### src/logic/rss_pkg.sv
// shared constants, types and helpers of the reset strap sampler
// Notes on behaviour
// - sample every strap pin during hardware reset
// - latch five address straps, values 0-31
// - undriven address straps read zero, address 0
// - negotiate high: negotiate, advertise selected set
// - negotiate low: force selected speed, duplex
// - capability codes map to speed/duplex sets
// - reset loads straps into control, advert regs
// - undriven negotiation straps read ones, all advertised
// - led strap plus register bit pick led mode
// - crossover strap low disables automatic crossover
// - after release pins return to functional roles
// - straps set advert bits 8:5, offset 0x04
// - led bit5 one: mode1; else bit6 picks 3/2
`default_nettype none

package rss_pkg;

    localparam int STRAP_W = 10;

    // pin order: addr[4:0], negotiate, cap hi, cap lo, led, crossover
    typedef struct packed {
        logic [4:0] addr;
        logic       neg_en;
        logic       cap_hi;
        logic       cap_lo;
        logic       led_mode_strap;
        logic       crossover_enable_strap;
    } rss_strap_t;

    typedef enum logic [1:0] {
        LED_MODE1,
        LED_MODE2,
        LED_MODE3
    } rss_led_mode_t;

    // register offsets (byte addresses)
    localparam logic [7:0] OFS_BMCR  = 8'h00;
    localparam logic [7:0] OFS_ADV   = 8'h04;
    localparam logic [7:0] OFS_PHYCR = 8'h10;
    localparam logic [7:0] OFS_LED_CONTROL_REG = 8'h18;
    localparam logic [7:0] OFS_STRAP = 8'h1C;

    // field positions
    localparam int BMCR_SPEED  = 13;
    localparam int BMCR_NEG    = 12;
    localparam int BMCR_DUPLEX = 8;
    localparam int ADV_LSB     = 5;
    localparam int ADV_MSB     = 8;
    localparam int PHYCR_AUTO  = 6;
    localparam int PHYCR_FORCE = 5;
    localparam int LED_SEL_HI  = 6;
    localparam int LED_SEL_LO  = 5;
    localparam int LED_POL_MSB = 2;

    // writable bits and reset values
    localparam logic [15:0] BMCR_WMASK  = 16'h3100;
    localparam logic [15:0] ADV_WMASK   = 16'h01E0;
    localparam logic [15:0] PHYCR_WMASK = 16'h0060;
    localparam logic [15:0] LED_CONTROL_REG_WMASK = 16'h0067;
    localparam logic [15:0] REG_RESET   = 16'h0000;

    localparam logic [1:0] RESP_OKAY   = 2'h0;
    localparam logic [1:0] RESP_SLVERR = 2'h2;

    // timing
    localparam int CLK_MHZ       = 100;
    localparam int BLINK_HALF_MS = 100;
    localparam int ACT_PULSE_MS  = 200;
    localparam int BLINK_CYCLES  = BLINK_HALF_MS * CLK_MHZ * 1000;
    localparam int ACT_CYCLES    = ACT_PULSE_MS * CLK_MHZ * 1000;
    localparam int CNT_W         = 25;

    // caps bit3..0: 100 full, 100 half, 10 full, 10 half
    function automatic logic [3:0] adv_caps(input rss_strap_t s);
        logic [1:0] code;
        code = {s.cap_hi, s.cap_lo};
        if (!s.neg_en) begin
            return 4'h1 << code;
        end
        unique case (code)
            2'h0:    return 4'h3;
            2'h1:    return 4'h3;
            2'h2:    return 4'h5;
            default: return 4'hF;
        endcase
    endfunction : adv_caps

    function automatic logic [15:0] wmerge(input logic [15:0] cur, input logic [31:0] d,
                                           input logic [3:0] s, input logic [15:0] m);
        logic [15:0] be;
        be = {{8{s[1]}}, {8{s[0]}}} & m;
        return (cur & ~be) | (d[15:0] & be);
    endfunction : wmerge

    function automatic logic mapped(input logic [7:0] a);
        logic [7:0] w;
        w = {a[7:2], 2'h0};
        return (w == OFS_BMCR) || (w == OFS_ADV) || (w == OFS_PHYCR)
            || (w == OFS_LED_CONTROL_REG) || (w == OFS_STRAP);
    endfunction : mapped

endpackage : rss_pkg

`default_nettype wire

### src/logic/rss_sampler.sv
// strap capture, configuration registers and led drive
`default_nettype none

module rss_sampler #(
    parameter int BLINK_CYCLES = rss_pkg::BLINK_CYCLES,
    parameter int ACT_CYCLES   = rss_pkg::ACT_CYCLES
) (
    // clock and reset
    input  wire logic                       aclk,
    input  wire logic                       aresetn,
    // axi4-lite write address
    input  wire logic [7:0]                 awaddr,
    input  wire logic                       awvalid,
    output logic                            awready,
    // axi4-lite write data
    input  wire logic [31:0]                wdata,
    input  wire logic [3:0]                 wstrb,
    input  wire logic                       wvalid,
    output logic                            wready,
    // axi4-lite write response
    output logic [1:0]                      bresp,
    output logic                            bvalid,
    input  wire logic                       bready,
    // axi4-lite read address
    input  wire logic [7:0]                 araddr,
    input  wire logic                       arvalid,
    output logic                            arready,
    // axi4-lite read data
    output logic [31:0]                     rdata,
    output logic [1:0]                      rresp,
    output logic                            rvalid,
    input  wire logic                       rready,
    // shared strap pins
    input  wire logic [rss_pkg::STRAP_W-1:0] strap_pin_in,
    output logic [rss_pkg::STRAP_W-1:0]      strap_pin_out,
    output logic [rss_pkg::STRAP_W-1:0]      strap_pin_oe,
    // functional sources of the shared pins
    input  wire logic [3:0]                 rx_data_in,
    input  wire logic                       collision_in,
    input  wire logic                       carrier_sense_in,
    input  wire logic                       rx_error_in,
    // line status for the leds
    input  wire logic                       link_up,
    input  wire logic                       speed_100,
    input  wire logic                       activity,
    input  wire logic                       full_duplex,
    // configuration outputs
    output logic [4:0]                      mgmt_addr,
    output logic                            neg_enable,
    output logic                            force_speed_100,
    output logic                            force_full_duplex,
    output logic [3:0]                      advert_caps,
    output logic                            auto_crossover_enable_strap,
    output logic                            mdix_force,
    output var rss_pkg::rss_led_mode_t      led_mode
);

    localparam logic [rss_pkg::CNT_W-1:0] BLINK_LAST =
        rss_pkg::CNT_W'(BLINK_CYCLES - 1);
    localparam logic [rss_pkg::CNT_W-1:0] ACT_LOAD =
        rss_pkg::CNT_W'(ACT_CYCLES);

    logic [rss_pkg::STRAP_W-1:0] strap_sync;
    rss_pkg::rss_strap_t         now_strap;
    rss_pkg::rss_strap_t         cap_reg;

    logic [15:0] bmcr_reg;
    logic [15:0] adv_reg;
    logic [15:0] phycr_reg;
    logic [15:0] led_control_reg_reg;

    logic       aw_got;
    logic       w_got;
    logic [7:0] aw_addr;
    logic [31:0] w_data;
    logic [3:0] w_strb;
    logic       wr_fire;
    logic [7:0] wr_word;
    logic [7:0] rd_word;
    logic [31:0] rd_mux;

    logic [rss_pkg::CNT_W-1:0] blink_cnt;
    logic                      blink_phase;
    logic [rss_pkg::CNT_W-1:0] act_cnt;
    logic                      act_on;
    logic                      link_v;
    logic                      act_v;
    logic [2:0]                led_v;
    logic [rss_pkg::STRAP_W-1:0] func_v;

    // pin sampling
    rss_sync #(
        .W(rss_pkg::STRAP_W)
    ) u_sync (
        .clk(aclk),
        .d  (strap_pin_in),
        .q  (strap_sync)
    );

    assign now_strap = rss_pkg::rss_strap_t'(strap_sync);

    // capture runs only while reset is held, then holds
    always_ff @(posedge aclk) begin
        if (!aresetn) begin
            cap_reg <= now_strap;
        end
    end

    // undriven pins resolve through the pad pulls
    assign mgmt_addr = cap_reg.addr;

    // basic mode control
    always_ff @(posedge aclk) begin
        if (!aresetn) begin
            bmcr_reg                       <= rss_pkg::REG_RESET;
            bmcr_reg[rss_pkg::BMCR_NEG]    <= now_strap.neg_en;
            bmcr_reg[rss_pkg::BMCR_SPEED]  <= now_strap.cap_hi;
            bmcr_reg[rss_pkg::BMCR_DUPLEX] <= now_strap.cap_lo;
        end else if (wr_fire && wr_word == rss_pkg::OFS_BMCR) begin
            bmcr_reg <= rss_pkg::wmerge(bmcr_reg, w_data, w_strb, rss_pkg::BMCR_WMASK);
        end
    end

    // negotiation advertisement
    always_ff @(posedge aclk) begin
        if (!aresetn) begin
            adv_reg <= rss_pkg::REG_RESET;
            adv_reg[rss_pkg::ADV_MSB:rss_pkg::ADV_LSB] <= rss_pkg::adv_caps(now_strap);
        end else if (wr_fire && wr_word == rss_pkg::OFS_ADV) begin
            adv_reg <= rss_pkg::wmerge(adv_reg, w_data, w_strb, rss_pkg::ADV_WMASK);
        end
    end

    // crossover control
    always_ff @(posedge aclk) begin
        if (!aresetn) begin
            phycr_reg                      <= rss_pkg::REG_RESET;
            phycr_reg[rss_pkg::PHYCR_AUTO] <= now_strap.crossover_enable_strap;
        end else if (wr_fire && wr_word == rss_pkg::OFS_PHYCR) begin
            phycr_reg <= rss_pkg::wmerge(phycr_reg, w_data, w_strb, rss_pkg::PHYCR_WMASK);
        end
    end

    // led control
    always_ff @(posedge aclk) begin
        if (!aresetn) begin
            led_control_reg_reg                      <= rss_pkg::REG_RESET;
            led_control_reg_reg[rss_pkg::LED_SEL_LO] <= now_strap.led_mode_strap;
        end else if (wr_fire && wr_word == rss_pkg::OFS_LED_CONTROL_REG) begin
            led_control_reg_reg <= rss_pkg::wmerge(led_control_reg_reg, w_data, w_strb, rss_pkg::LED_CONTROL_REG_WMASK);
        end
    end

    assign neg_enable        = bmcr_reg[rss_pkg::BMCR_NEG];
    assign force_speed_100   = bmcr_reg[rss_pkg::BMCR_SPEED];
    assign force_full_duplex = bmcr_reg[rss_pkg::BMCR_DUPLEX];
    assign advert_caps       = adv_reg[rss_pkg::ADV_MSB:rss_pkg::ADV_LSB];
    assign auto_crossover_enable_strap      = phycr_reg[rss_pkg::PHYCR_AUTO];
    assign mdix_force        = phycr_reg[rss_pkg::PHYCR_FORCE];

    // led mode selection
    always_ff @(posedge aclk) begin
        if (!aresetn) begin
            led_mode <= rss_pkg::LED_MODE1;
        end else if (led_control_reg_reg[rss_pkg::LED_SEL_LO]) begin
            led_mode <= rss_pkg::LED_MODE1;
        end else if (led_control_reg_reg[rss_pkg::LED_SEL_HI]) begin
            led_mode <= rss_pkg::LED_MODE3;
        end else begin
            led_mode <= rss_pkg::LED_MODE2;
        end
    end

    // blink half-period divider
    always_ff @(posedge aclk) begin
        if (!aresetn) begin
            blink_cnt   <= '0;
            blink_phase <= 1'b0;
        end else if (blink_cnt == BLINK_LAST) begin
            blink_cnt   <= '0;
            blink_phase <= ~blink_phase;
        end else begin
            blink_cnt <= blink_cnt + 1'b1;
        end
    end

    // activity pulse stretch
    always_ff @(posedge aclk) begin
        if (!aresetn) begin
            act_cnt <= '0;
        end else if (activity) begin
            act_cnt <= ACT_LOAD;
        end else if (act_cnt != '0) begin
            act_cnt <= act_cnt - 1'b1;
        end
    end

    assign act_on = (act_cnt != '0);

    always_comb begin
        link_v = link_up;
        act_v  = 1'b0;
        unique case (led_mode)
            rss_pkg::LED_MODE1: begin
                act_v = act_on;
            end
            rss_pkg::LED_MODE2: begin
                link_v = link_up & ~(act_on & blink_phase);
            end
            rss_pkg::LED_MODE3: begin
                link_v = link_up & ~(act_on & blink_phase);
                act_v  = full_duplex;
            end
            default: begin
                act_v = 1'b0;
            end
        endcase
    end

    // polarity: bit0 link, bit1 rate, bit2 activity
    assign led_v = {act_v, speed_100, link_v} ^ led_control_reg_reg[rss_pkg::LED_POL_MSB:0];

    // functional values in strap pin order
    assign func_v = {rx_data_in, collision_in, led_v[2], led_v[1], led_v[0],
                     carrier_sense_in, rx_error_in};

    rss_pin #(
        .W(rss_pkg::STRAP_W)
    ) u_pin (
        .clk    (aclk),
        .rst_n  (aresetn),
        .func   (func_v),
        .pin_out(strap_pin_out),
        .pin_oe (strap_pin_oe)
    );

    // write address channel
    always_ff @(posedge aclk) begin
        if (!aresetn) begin
            awready <= 1'b0;
            aw_got  <= 1'b0;
            aw_addr <= 8'h00;
        end else if (awvalid && awready) begin
            awready <= 1'b0;
            aw_got  <= 1'b1;
            aw_addr <= awaddr;
        end else if (bvalid && bready) begin
            awready <= 1'b1;
            aw_got  <= 1'b0;
        end else if (!aw_got) begin
            awready <= 1'b1;
        end
    end

    // write data channel
    always_ff @(posedge aclk) begin
        if (!aresetn) begin
            wready <= 1'b0;
            w_got  <= 1'b0;
            w_data <= 32'h0000_0000;
            w_strb <= 4'h0;
        end else if (wvalid && wready) begin
            wready <= 1'b0;
            w_got  <= 1'b1;
            w_data <= wdata;
            w_strb <= wstrb;
        end else if (bvalid && bready) begin
            wready <= 1'b1;
            w_got  <= 1'b0;
        end else if (!w_got) begin
            wready <= 1'b1;
        end
    end

    assign wr_fire = aw_got && w_got && !bvalid;
    assign wr_word = {aw_addr[7:2], 2'h0};

    // write response
    always_ff @(posedge aclk) begin
        if (!aresetn) begin
            bvalid <= 1'b0;
            bresp  <= rss_pkg::RESP_OKAY;
        end else if (wr_fire) begin
            bvalid <= 1'b1;
            bresp  <= rss_pkg::mapped(aw_addr) ? rss_pkg::RESP_OKAY : rss_pkg::RESP_SLVERR;
        end else if (bvalid && bready) begin
            bvalid <= 1'b0;
        end
    end

    // read mux
    assign rd_word = {araddr[7:2], 2'h0};

    always_comb begin
        rd_mux = 32'h0000_0000;
        unique case (rd_word)
            rss_pkg::OFS_BMCR:  rd_mux = {16'h0000, bmcr_reg};
            rss_pkg::OFS_ADV:   rd_mux = {16'h0000, adv_reg};
            rss_pkg::OFS_PHYCR: rd_mux = {16'h0000, phycr_reg};
            rss_pkg::OFS_LED_CONTROL_REG: rd_mux = {16'h0000, led_control_reg_reg};
            rss_pkg::OFS_STRAP: rd_mux = {20'h00000, led_mode, cap_reg};
            default:            rd_mux = 32'h0000_0000;
        endcase
    end

    // read channel
    always_ff @(posedge aclk) begin
        if (!aresetn) begin
            arready <= 1'b0;
            rvalid  <= 1'b0;
            rdata   <= 32'h0000_0000;
            rresp   <= rss_pkg::RESP_OKAY;
        end else if (arvalid && arready) begin
            arready <= 1'b0;
            rvalid  <= 1'b1;
            rdata   <= rd_mux;
            rresp   <= rss_pkg::mapped(araddr) ? rss_pkg::RESP_OKAY : rss_pkg::RESP_SLVERR;
        end else if (rvalid && rready) begin
            rvalid  <= 1'b0;
            arready <= 1'b1;
        end else if (!rvalid) begin
            arready <= 1'b1;
        end
    end

endmodule : rss_sampler

`default_nettype wire

### src/logic/rss_sync.sv
// three-stage pin synchroniser with agreement filter
`default_nettype none

module rss_sync #(
    parameter int W = 1
) (
    // clock
    input  wire logic         clk,
    // pins and filtered value
    input  wire logic [W-1:0] d,
    output logic      [W-1:0] q
);

    logic [W-1:0] s1;
    logic [W-1:0] s2;
    logic [W-1:0] s3;

    // not reset: must keep sampling while reset is held
    for (genvar i = 0; i < W; i++) begin : g_bit
        always_ff @(posedge clk) begin
            s1[i] <= d[i];
            s2[i] <= s1[i];
            s3[i] <= s2[i];
        end

        always_ff @(posedge clk) begin
            if (s2[i] == s3[i]) begin
                q[i] <= s3[i];
            end
        end
    end

endmodule : rss_sync

`default_nettype wire

### src/logic/rss_pin.sv
// registered output stage of the shared strap pins
`default_nettype none

module rss_pin #(
    parameter int W = 1
) (
    // clock and reset
    input  wire logic         clk,
    input  wire logic         rst_n,
    // functional values
    input  wire logic [W-1:0] func,
    // pin drive
    output logic      [W-1:0] pin_out,
    output logic      [W-1:0] pin_oe
);

    // released while reset is held so the straps can be sampled
    always_ff @(posedge clk) begin
        if (!rst_n) begin
            pin_oe  <= '0;
            pin_out <= '0;
        end else begin
            pin_oe  <= '1;
            pin_out <= func;
        end
    end

endmodule : rss_pin

`default_nettype wire

### config.mk
export PLATFORM = sky130hd
export DESIGN_NAME = rss_sampler
export DESIGN_NICKNAME = d
export VERILOG_FILES = /design/src/logic/rss_pkg.sv /design/src/logic/rss_sampler.sv /design/src/logic/rss_sync.sv /design/src/logic/rss_pin.sv
export SDC_FILE = /design/constraint.sdc
export NUM_CORES = 1
export LEC_CHECK = 0
export BUFFER_PORTS_ARGS = -buffer_cell sky130_fd_sc_hd__buf_2
export CAP_MARGIN = 20
export CORE_ASPECT_RATIO = 1.75
export CORE_MARGIN = 10
export CORE_UTILIZATION = 48
export DETAILED_ROUTE_END_ITERATION = 10
export GPL_TIMING_DRIVEN = 0
export PLACE_DENSITY = 0.85
export SLEW_MARGIN = 20
export SYNTH_ARGS = -nofsm -noshare
export SYNTH_HDL_FRONTEND = slang
export SYNTH_HIERARCHICAL = 1
export SYNTH_SLANG_ARGS = --single-unit
### constraint.sdc
create_clock -name aclk -period 2.55 [get_ports aclk]
set_input_delay 0.255 -clock aclk [delete_from_list [all_inputs] [get_ports aclk]]
set_output_delay 0.255 -clock aclk [all_outputs]
set_load 0.01 [all_outputs]
After elaboration in Yosys (flattened, before gate mapping) --
Index checks and enable logic that the tools add are counted.
Storage, ports and cells: register bits after elaboration 256, input bits 80
Operators by class: multiplexer cells 34, bitwise gates (word level) 22, add/subtract/negate cells 2, eq/ne operators 30, shift operators 1, reduce and logical (&&, ||, !) cells 40
Operators with widths (count):
- $pmux W16 S5 | 1
- $and A16 B16 Y16 | 4
- $or A16 B16 Y16 | 4
- $mux W25 | 2
- $eq A6 B3 Y1 const B | 6
- $and A16 B7 Y16 | 2
- $not A7 Y16 | 2
- $mux W14 | 2
- $add A25 B1 Y25 const B | 1
- $eq A25 B24 Y1 const B | 1
- $reduce_bool A25 Y1 | 1
- $sub A25 B1 Y25 const B | 1
- $mux W9 | 2
- $and A16 B14 Y16 | 1
- $and A16 B9 Y16 | 1
- $logic_not A8 Y1 | 2
- $not A14 Y16 | 1
- $not A9 Y16 | 1
- $reduce_or A2 Y1 | 8
- $mux W1 | 15
- $mux W7 | 2
- $ne A2 B1 Y1 const B | 7
- $eq A6 B1 Y1 const B | 2
- $logic_not A6 Y1 | 2
- 18 further kinds | 58

Depth between registers and ports, before layout --
depth after elaboration 6, mapped depth 9, depth with buffers taken out 8

Hierarchy --
The synthesis kept the hierarchy.
By module, submodules not included:
- rss_sampler | area an instance 5290.1 µm², seq. area each 2532.4 µm², cells each 589, times used 1
- rss_sync | area an instance 988.4 µm², seq. area each 900.9 µm², cells each 50, times used 1
- rss_pin | area an instance 350.3 µm², seq. area each 220.2 µm², cells each 30, times used 1

Worst setup path before layout --
OpenSTA, ideal clock, no wires.
path type flip-flop to flip-flop, start point register act_cnt[0] (netlist bit), end point register u_pin.pin_out[4], data arrival time 2.290 ns, slack 0.145 ns, cell stages (with the launch flop) 10, library setup time 0.115 ns, data required time 2.435 ns, cells stage by stage dfxtp_1 -> inv_1 -> ha_1 -> or3b_2 -> or3_4 -> or4_1 -> buf_2 -> a22oi_2 -> xnor2_1 -> and2_1
On the way: word-level cells in the longest chain between the ends 3
RTL lines:
- start, declared | line rss_sampler.sv:84 | logic [rss_pkg::CNT_W-1:0] act_cnt;
- start signal, assigned | line rss_sampler.sv:194 | act_cnt <= act_cnt - 1'b1;
- $reduce_bool A25 Y1 | line rss_sampler.sv:198 | assign act_on = (act_cnt != '0);
- $pmux W1 S2 | line rss_sampler.sv:203 | unique case (led_mode)
- $xor A3 B3 Y3 | line rss_sampler.sv:221 | assign led_v = {act_v, speed_100, link_v} ^ led_control_reg_reg[rss_pkg::LED_POL_MSB:0];
- via led_v[2] | line rss_sampler.sv:88 | logic [2:0] led_v;
- end signal, assigned | line rss_pin.sv:24 | pin_out <= func;
- end, declared | line rss_pin.sv:13 | output logic [W-1:0] pin_out,
The timed path passes the listed nets, and every way through them passes these cells. A chain may end at the register's enable or synchronous reset.

Worst setup path in the final report --
start point register act_cnt[10] (netlist bit), end point register u_pin.pin_out[4]
Same word-level chain as after synthesis.

==> impl_metrics.csv <==
group,metric,value,unit
floorplan,core_area,13500,sq um
power_and_ir_drop,leakagePower,3.34,nW
timing,max_freq,403,MHz
synth,ys_types,59,
timing,period_minus_slack,2.48,ns
timing,maxSlewViolCount,0,
floorplan,die_area,19100,sq um
setup_path,crit_path_start_kind,"flop",
timing,slew_headroom,0.328,
synth,ys_ff_latch,168,
routing,dr.pass1.iters,6,
synth,ys_warn_count,6,
synth,avgSynthCellArea,9.91,sq um
cts,cts_tree,"built",
grt,grt_overflow,0,
routing,wl_per_cell,16.9,um
setup_path,crit_path_end_kind,"flop",
flow_run,max_cap_viol_count,0,
cts,numCtsBuffers,17,
setup_path,crit_arrival,2.81,ns
placed_design,dpl.cell_count,967,
setup_path,worst-path-max-fanout,5,
timing,hold_viol,0,
final_layout,layout_commonest_cell,"dfxtp_1",
final_layout,insertedDiodeCount,0,
final_layout,finalNonFillerCells,1013,
routing,drc,0,
grt,grt_pass1_wl,27200,um
synth,synthTopCellsByArea,"dfxtp_1 42%, edfxtp_1 13%, xnor2_1 4.4%",
final_layout,area_growth,24.5,%
grt,grt_pass1_vias,5516,
floorplan,rows,56,
outcome,status,"complete, no violations",
cts,clock_path_buffers,2,
routing,dr_total_vias,5410,
final_layout,drive_above_1_share,0.237,
final_layout,fin_nets,911,
cts,clock_sinks,168,
final_layout,reg.largest.list,"act_cnt: 25 flops, blink_cnt: 25 flops, rdata: 14 flops",
setup_path,critical_path_class,"flop to flop",
synth,syn_inst,669,
synth,synth-edff-count,29,
routing,drt_iter0_drc,383,
setup_path,required,2.88,ns
placed_design,pre_cts_slack,-0.0338,ns
final_layout,final_cell_mix,"138 x dfxtp_1, 106 x buf_2, 70 x nand2_1",
final_layout,fillerInstances,1074,
routing,routed_wl,17200,um
power_and_ir_drop,switchingPower,1.61,mW
cts,insertion_delay,0.43,ns
synth,synth_ff_type,"dfxtp_1",
grt,antenna_found_initial,0,
placed_design,gp_congestion,0.905,
timing,layout_setup_ws,0.0669,ns
power_and_ir_drop,clkPwrFrac,0.433,
hold_path,min_path_type,"input port to flop",
power_and_ir_drop,p_int,4.59,mW
setup_path,cp-startpoint,"act_cnt[10]",
synth,netlist.area_leader.share,0.420,
cts,clockRootBuffer,"clkbuf_16",
floorplan,die_h,175,um
setup_path,crit-reg2reg-launch,"act_cnt[10]",
timing,worstMarginPinSlew,1.01,ns
hold_path,worstHoldStart,"rx_data_in[2]",
synth,yosysSeqAreaShare,0.551,
grt,grt_start_max_net_pins,20,
power_and_ir_drop,vdd_drop_max,0.000537,V
final_layout,regArea,3650,sq um
power_and_ir_drop,p_per_area,752,nW/um^2
placed_design,portBuffers,105,
timing,setup_viol,0,
cts,path_clk_slew,0.07,ns
grt,grt_usage,0.179,
routing,via_per_inst,5.34,
floorplan,start_util,0.493,
synth,yosys.area.top_type,"dfxtp_1",
synth,syn_area,6630,sq um
timing,fin_skew,0.00748,ns
routing,antenna_left,0,
power_and_ir_drop,p_seq_frac,0.471,
power_and_ir_drop,power_frac_comb,0.097,
placed_design,dp_hpwl,12500,um
floorplan,die_w,109,um
power_and_ir_drop,swShare,0.260,
cts,cts.htree.levels,4,
floorplan,io_pins,157,
timing,min_period_over_period,0.974,
synth,synthArstFlopShare,0,
final_layout,multi_input_area,2670,sq um
## final cells by class
cell class | count | share of cell area
sequential | 168 | 0.443
multi-input combinational | 442 | 0.323
timing repair buffer | 119 | 0.0795
clock buffer | 18 | 0.0520
buffer | 57 | 0.0428
tap | 174 | 0.0264
clock inverter | 14 | 0.0234
inverter | 21 | 0.00955
## what timing repair did
item,in CTS,in global routing
setup buffers,0,4
resized for setup,4,14
endpoints found under the hold margin,10,0
endpoints found under the setup margin,2,31
pin swaps,1,3
hold buffers,10,0
## per-stage QoR
| stage | util | total power [mW] | hold slack, ns | setup TNS [ns] | area (sq um) |
|---|---|---|---|---|---|
| after CTS | 0.608 | 6.20 | 0.0107 | 0 | 8180 |
| final | 0.613 | 6.21 | 0.0240 | 0 | 8250 |
| after global routing | 0.613 | 6.41 | 0.0235 | -0.0613 | 8250 |
| after global placement | 0.553 | 3.50 | 0.310 | -0.00533 | 7440 |
| after detailed placement | 0.553 | 3.53 | 0.312 | -0.0338 | 7440 |
| after floorplan | - | 3.33 | 0.283 | 0 | 6700 |
## cells in the mapped netlist (7+ instances only)
| cell | number |
|---|---|
| dfxtp_1 | 139 |
| nand2_1 | 71 |
| nor2_1 | 53 |
| a21oi_1 | 39 |
| buf_4 | 34 |
| xnor2_1 | 33 |
| nand3_1 | 32 |
| edfxtp_1 | 29 |
| clkbuf_1 | 21 |
| inv_1 | 19 |
| and2_1 | 18 |
| nor3_1 | 16 |
| o21ai_1 | 13 |
| or3_1 | 12 |
| mux2i_1 | 10 |
| nor4_1 | 10 |
| o21ai_0 | 10 |
| xor2_1 | 9 |
| o31ai_1 | 8 |
| or4_1 | 8 |
| a22o_1 | 7 |
## logic make-up after synthesis
group | Yosys count | synth area share
compound gates | 107 | 0.103
xor+xnor | 42 | 0.0555
fa+ha+maj | 6 | 0.0109
buf+inv | 78 | 0.0638
flops | 168 | 0.551
mux | 13 | 0.0202
other cells | 1 | 0.000566
simple gates | 254 | 0.195
## power by group through the flow
| stage | Combinational (mW) | Sequential [mW] | Clock [mW] |
|---|---|---|---|
| after floorplan | 0.367 | 2.96 | 0 |
| after global placement | 0.537 | 2.97 | 0 |
| after detailed placement | 0.552 | 2.97 | 0 |
| after CTS | 0.576 | 2.92 | 2.70 |
| after global routing | 0.660 | 2.93 | 2.82 |
| final | 0.599 | 2.92 | 2.69 |
## final timing paths
path | end | slack [ns] | cells after the start
worst max-delay path | u_pin/pin_out[4] | 0.07 | 7
worst min-delay path | u_pin/pin_out[8] | 0.02 | 2
worst max register to register | u_pin/pin_out[4] | 0.07 | 7
worst min register to register | u_sync/s2[5] | 0.33 | 0
## worst max-delay path, stage by stage, from the launching register on
cell	delay, ns
dfxtp_1	0.34
or3_1	0.47
or3_4	0.42
or4_4	0.55
buf_6	0.15
a22oi_2	0.20
xnor2_1	0.10
and2_1	0.16
## metal layers
layer	track usage	vias to the layer above	wire length, um
met2	0.337	200	9420
met4	0.0905	0	659
met5	0	-	0
li1	-	2597	-
met1	0.168	2566	6040
met3	0.0488	47	1050
(Power assumes the default switching activity.)
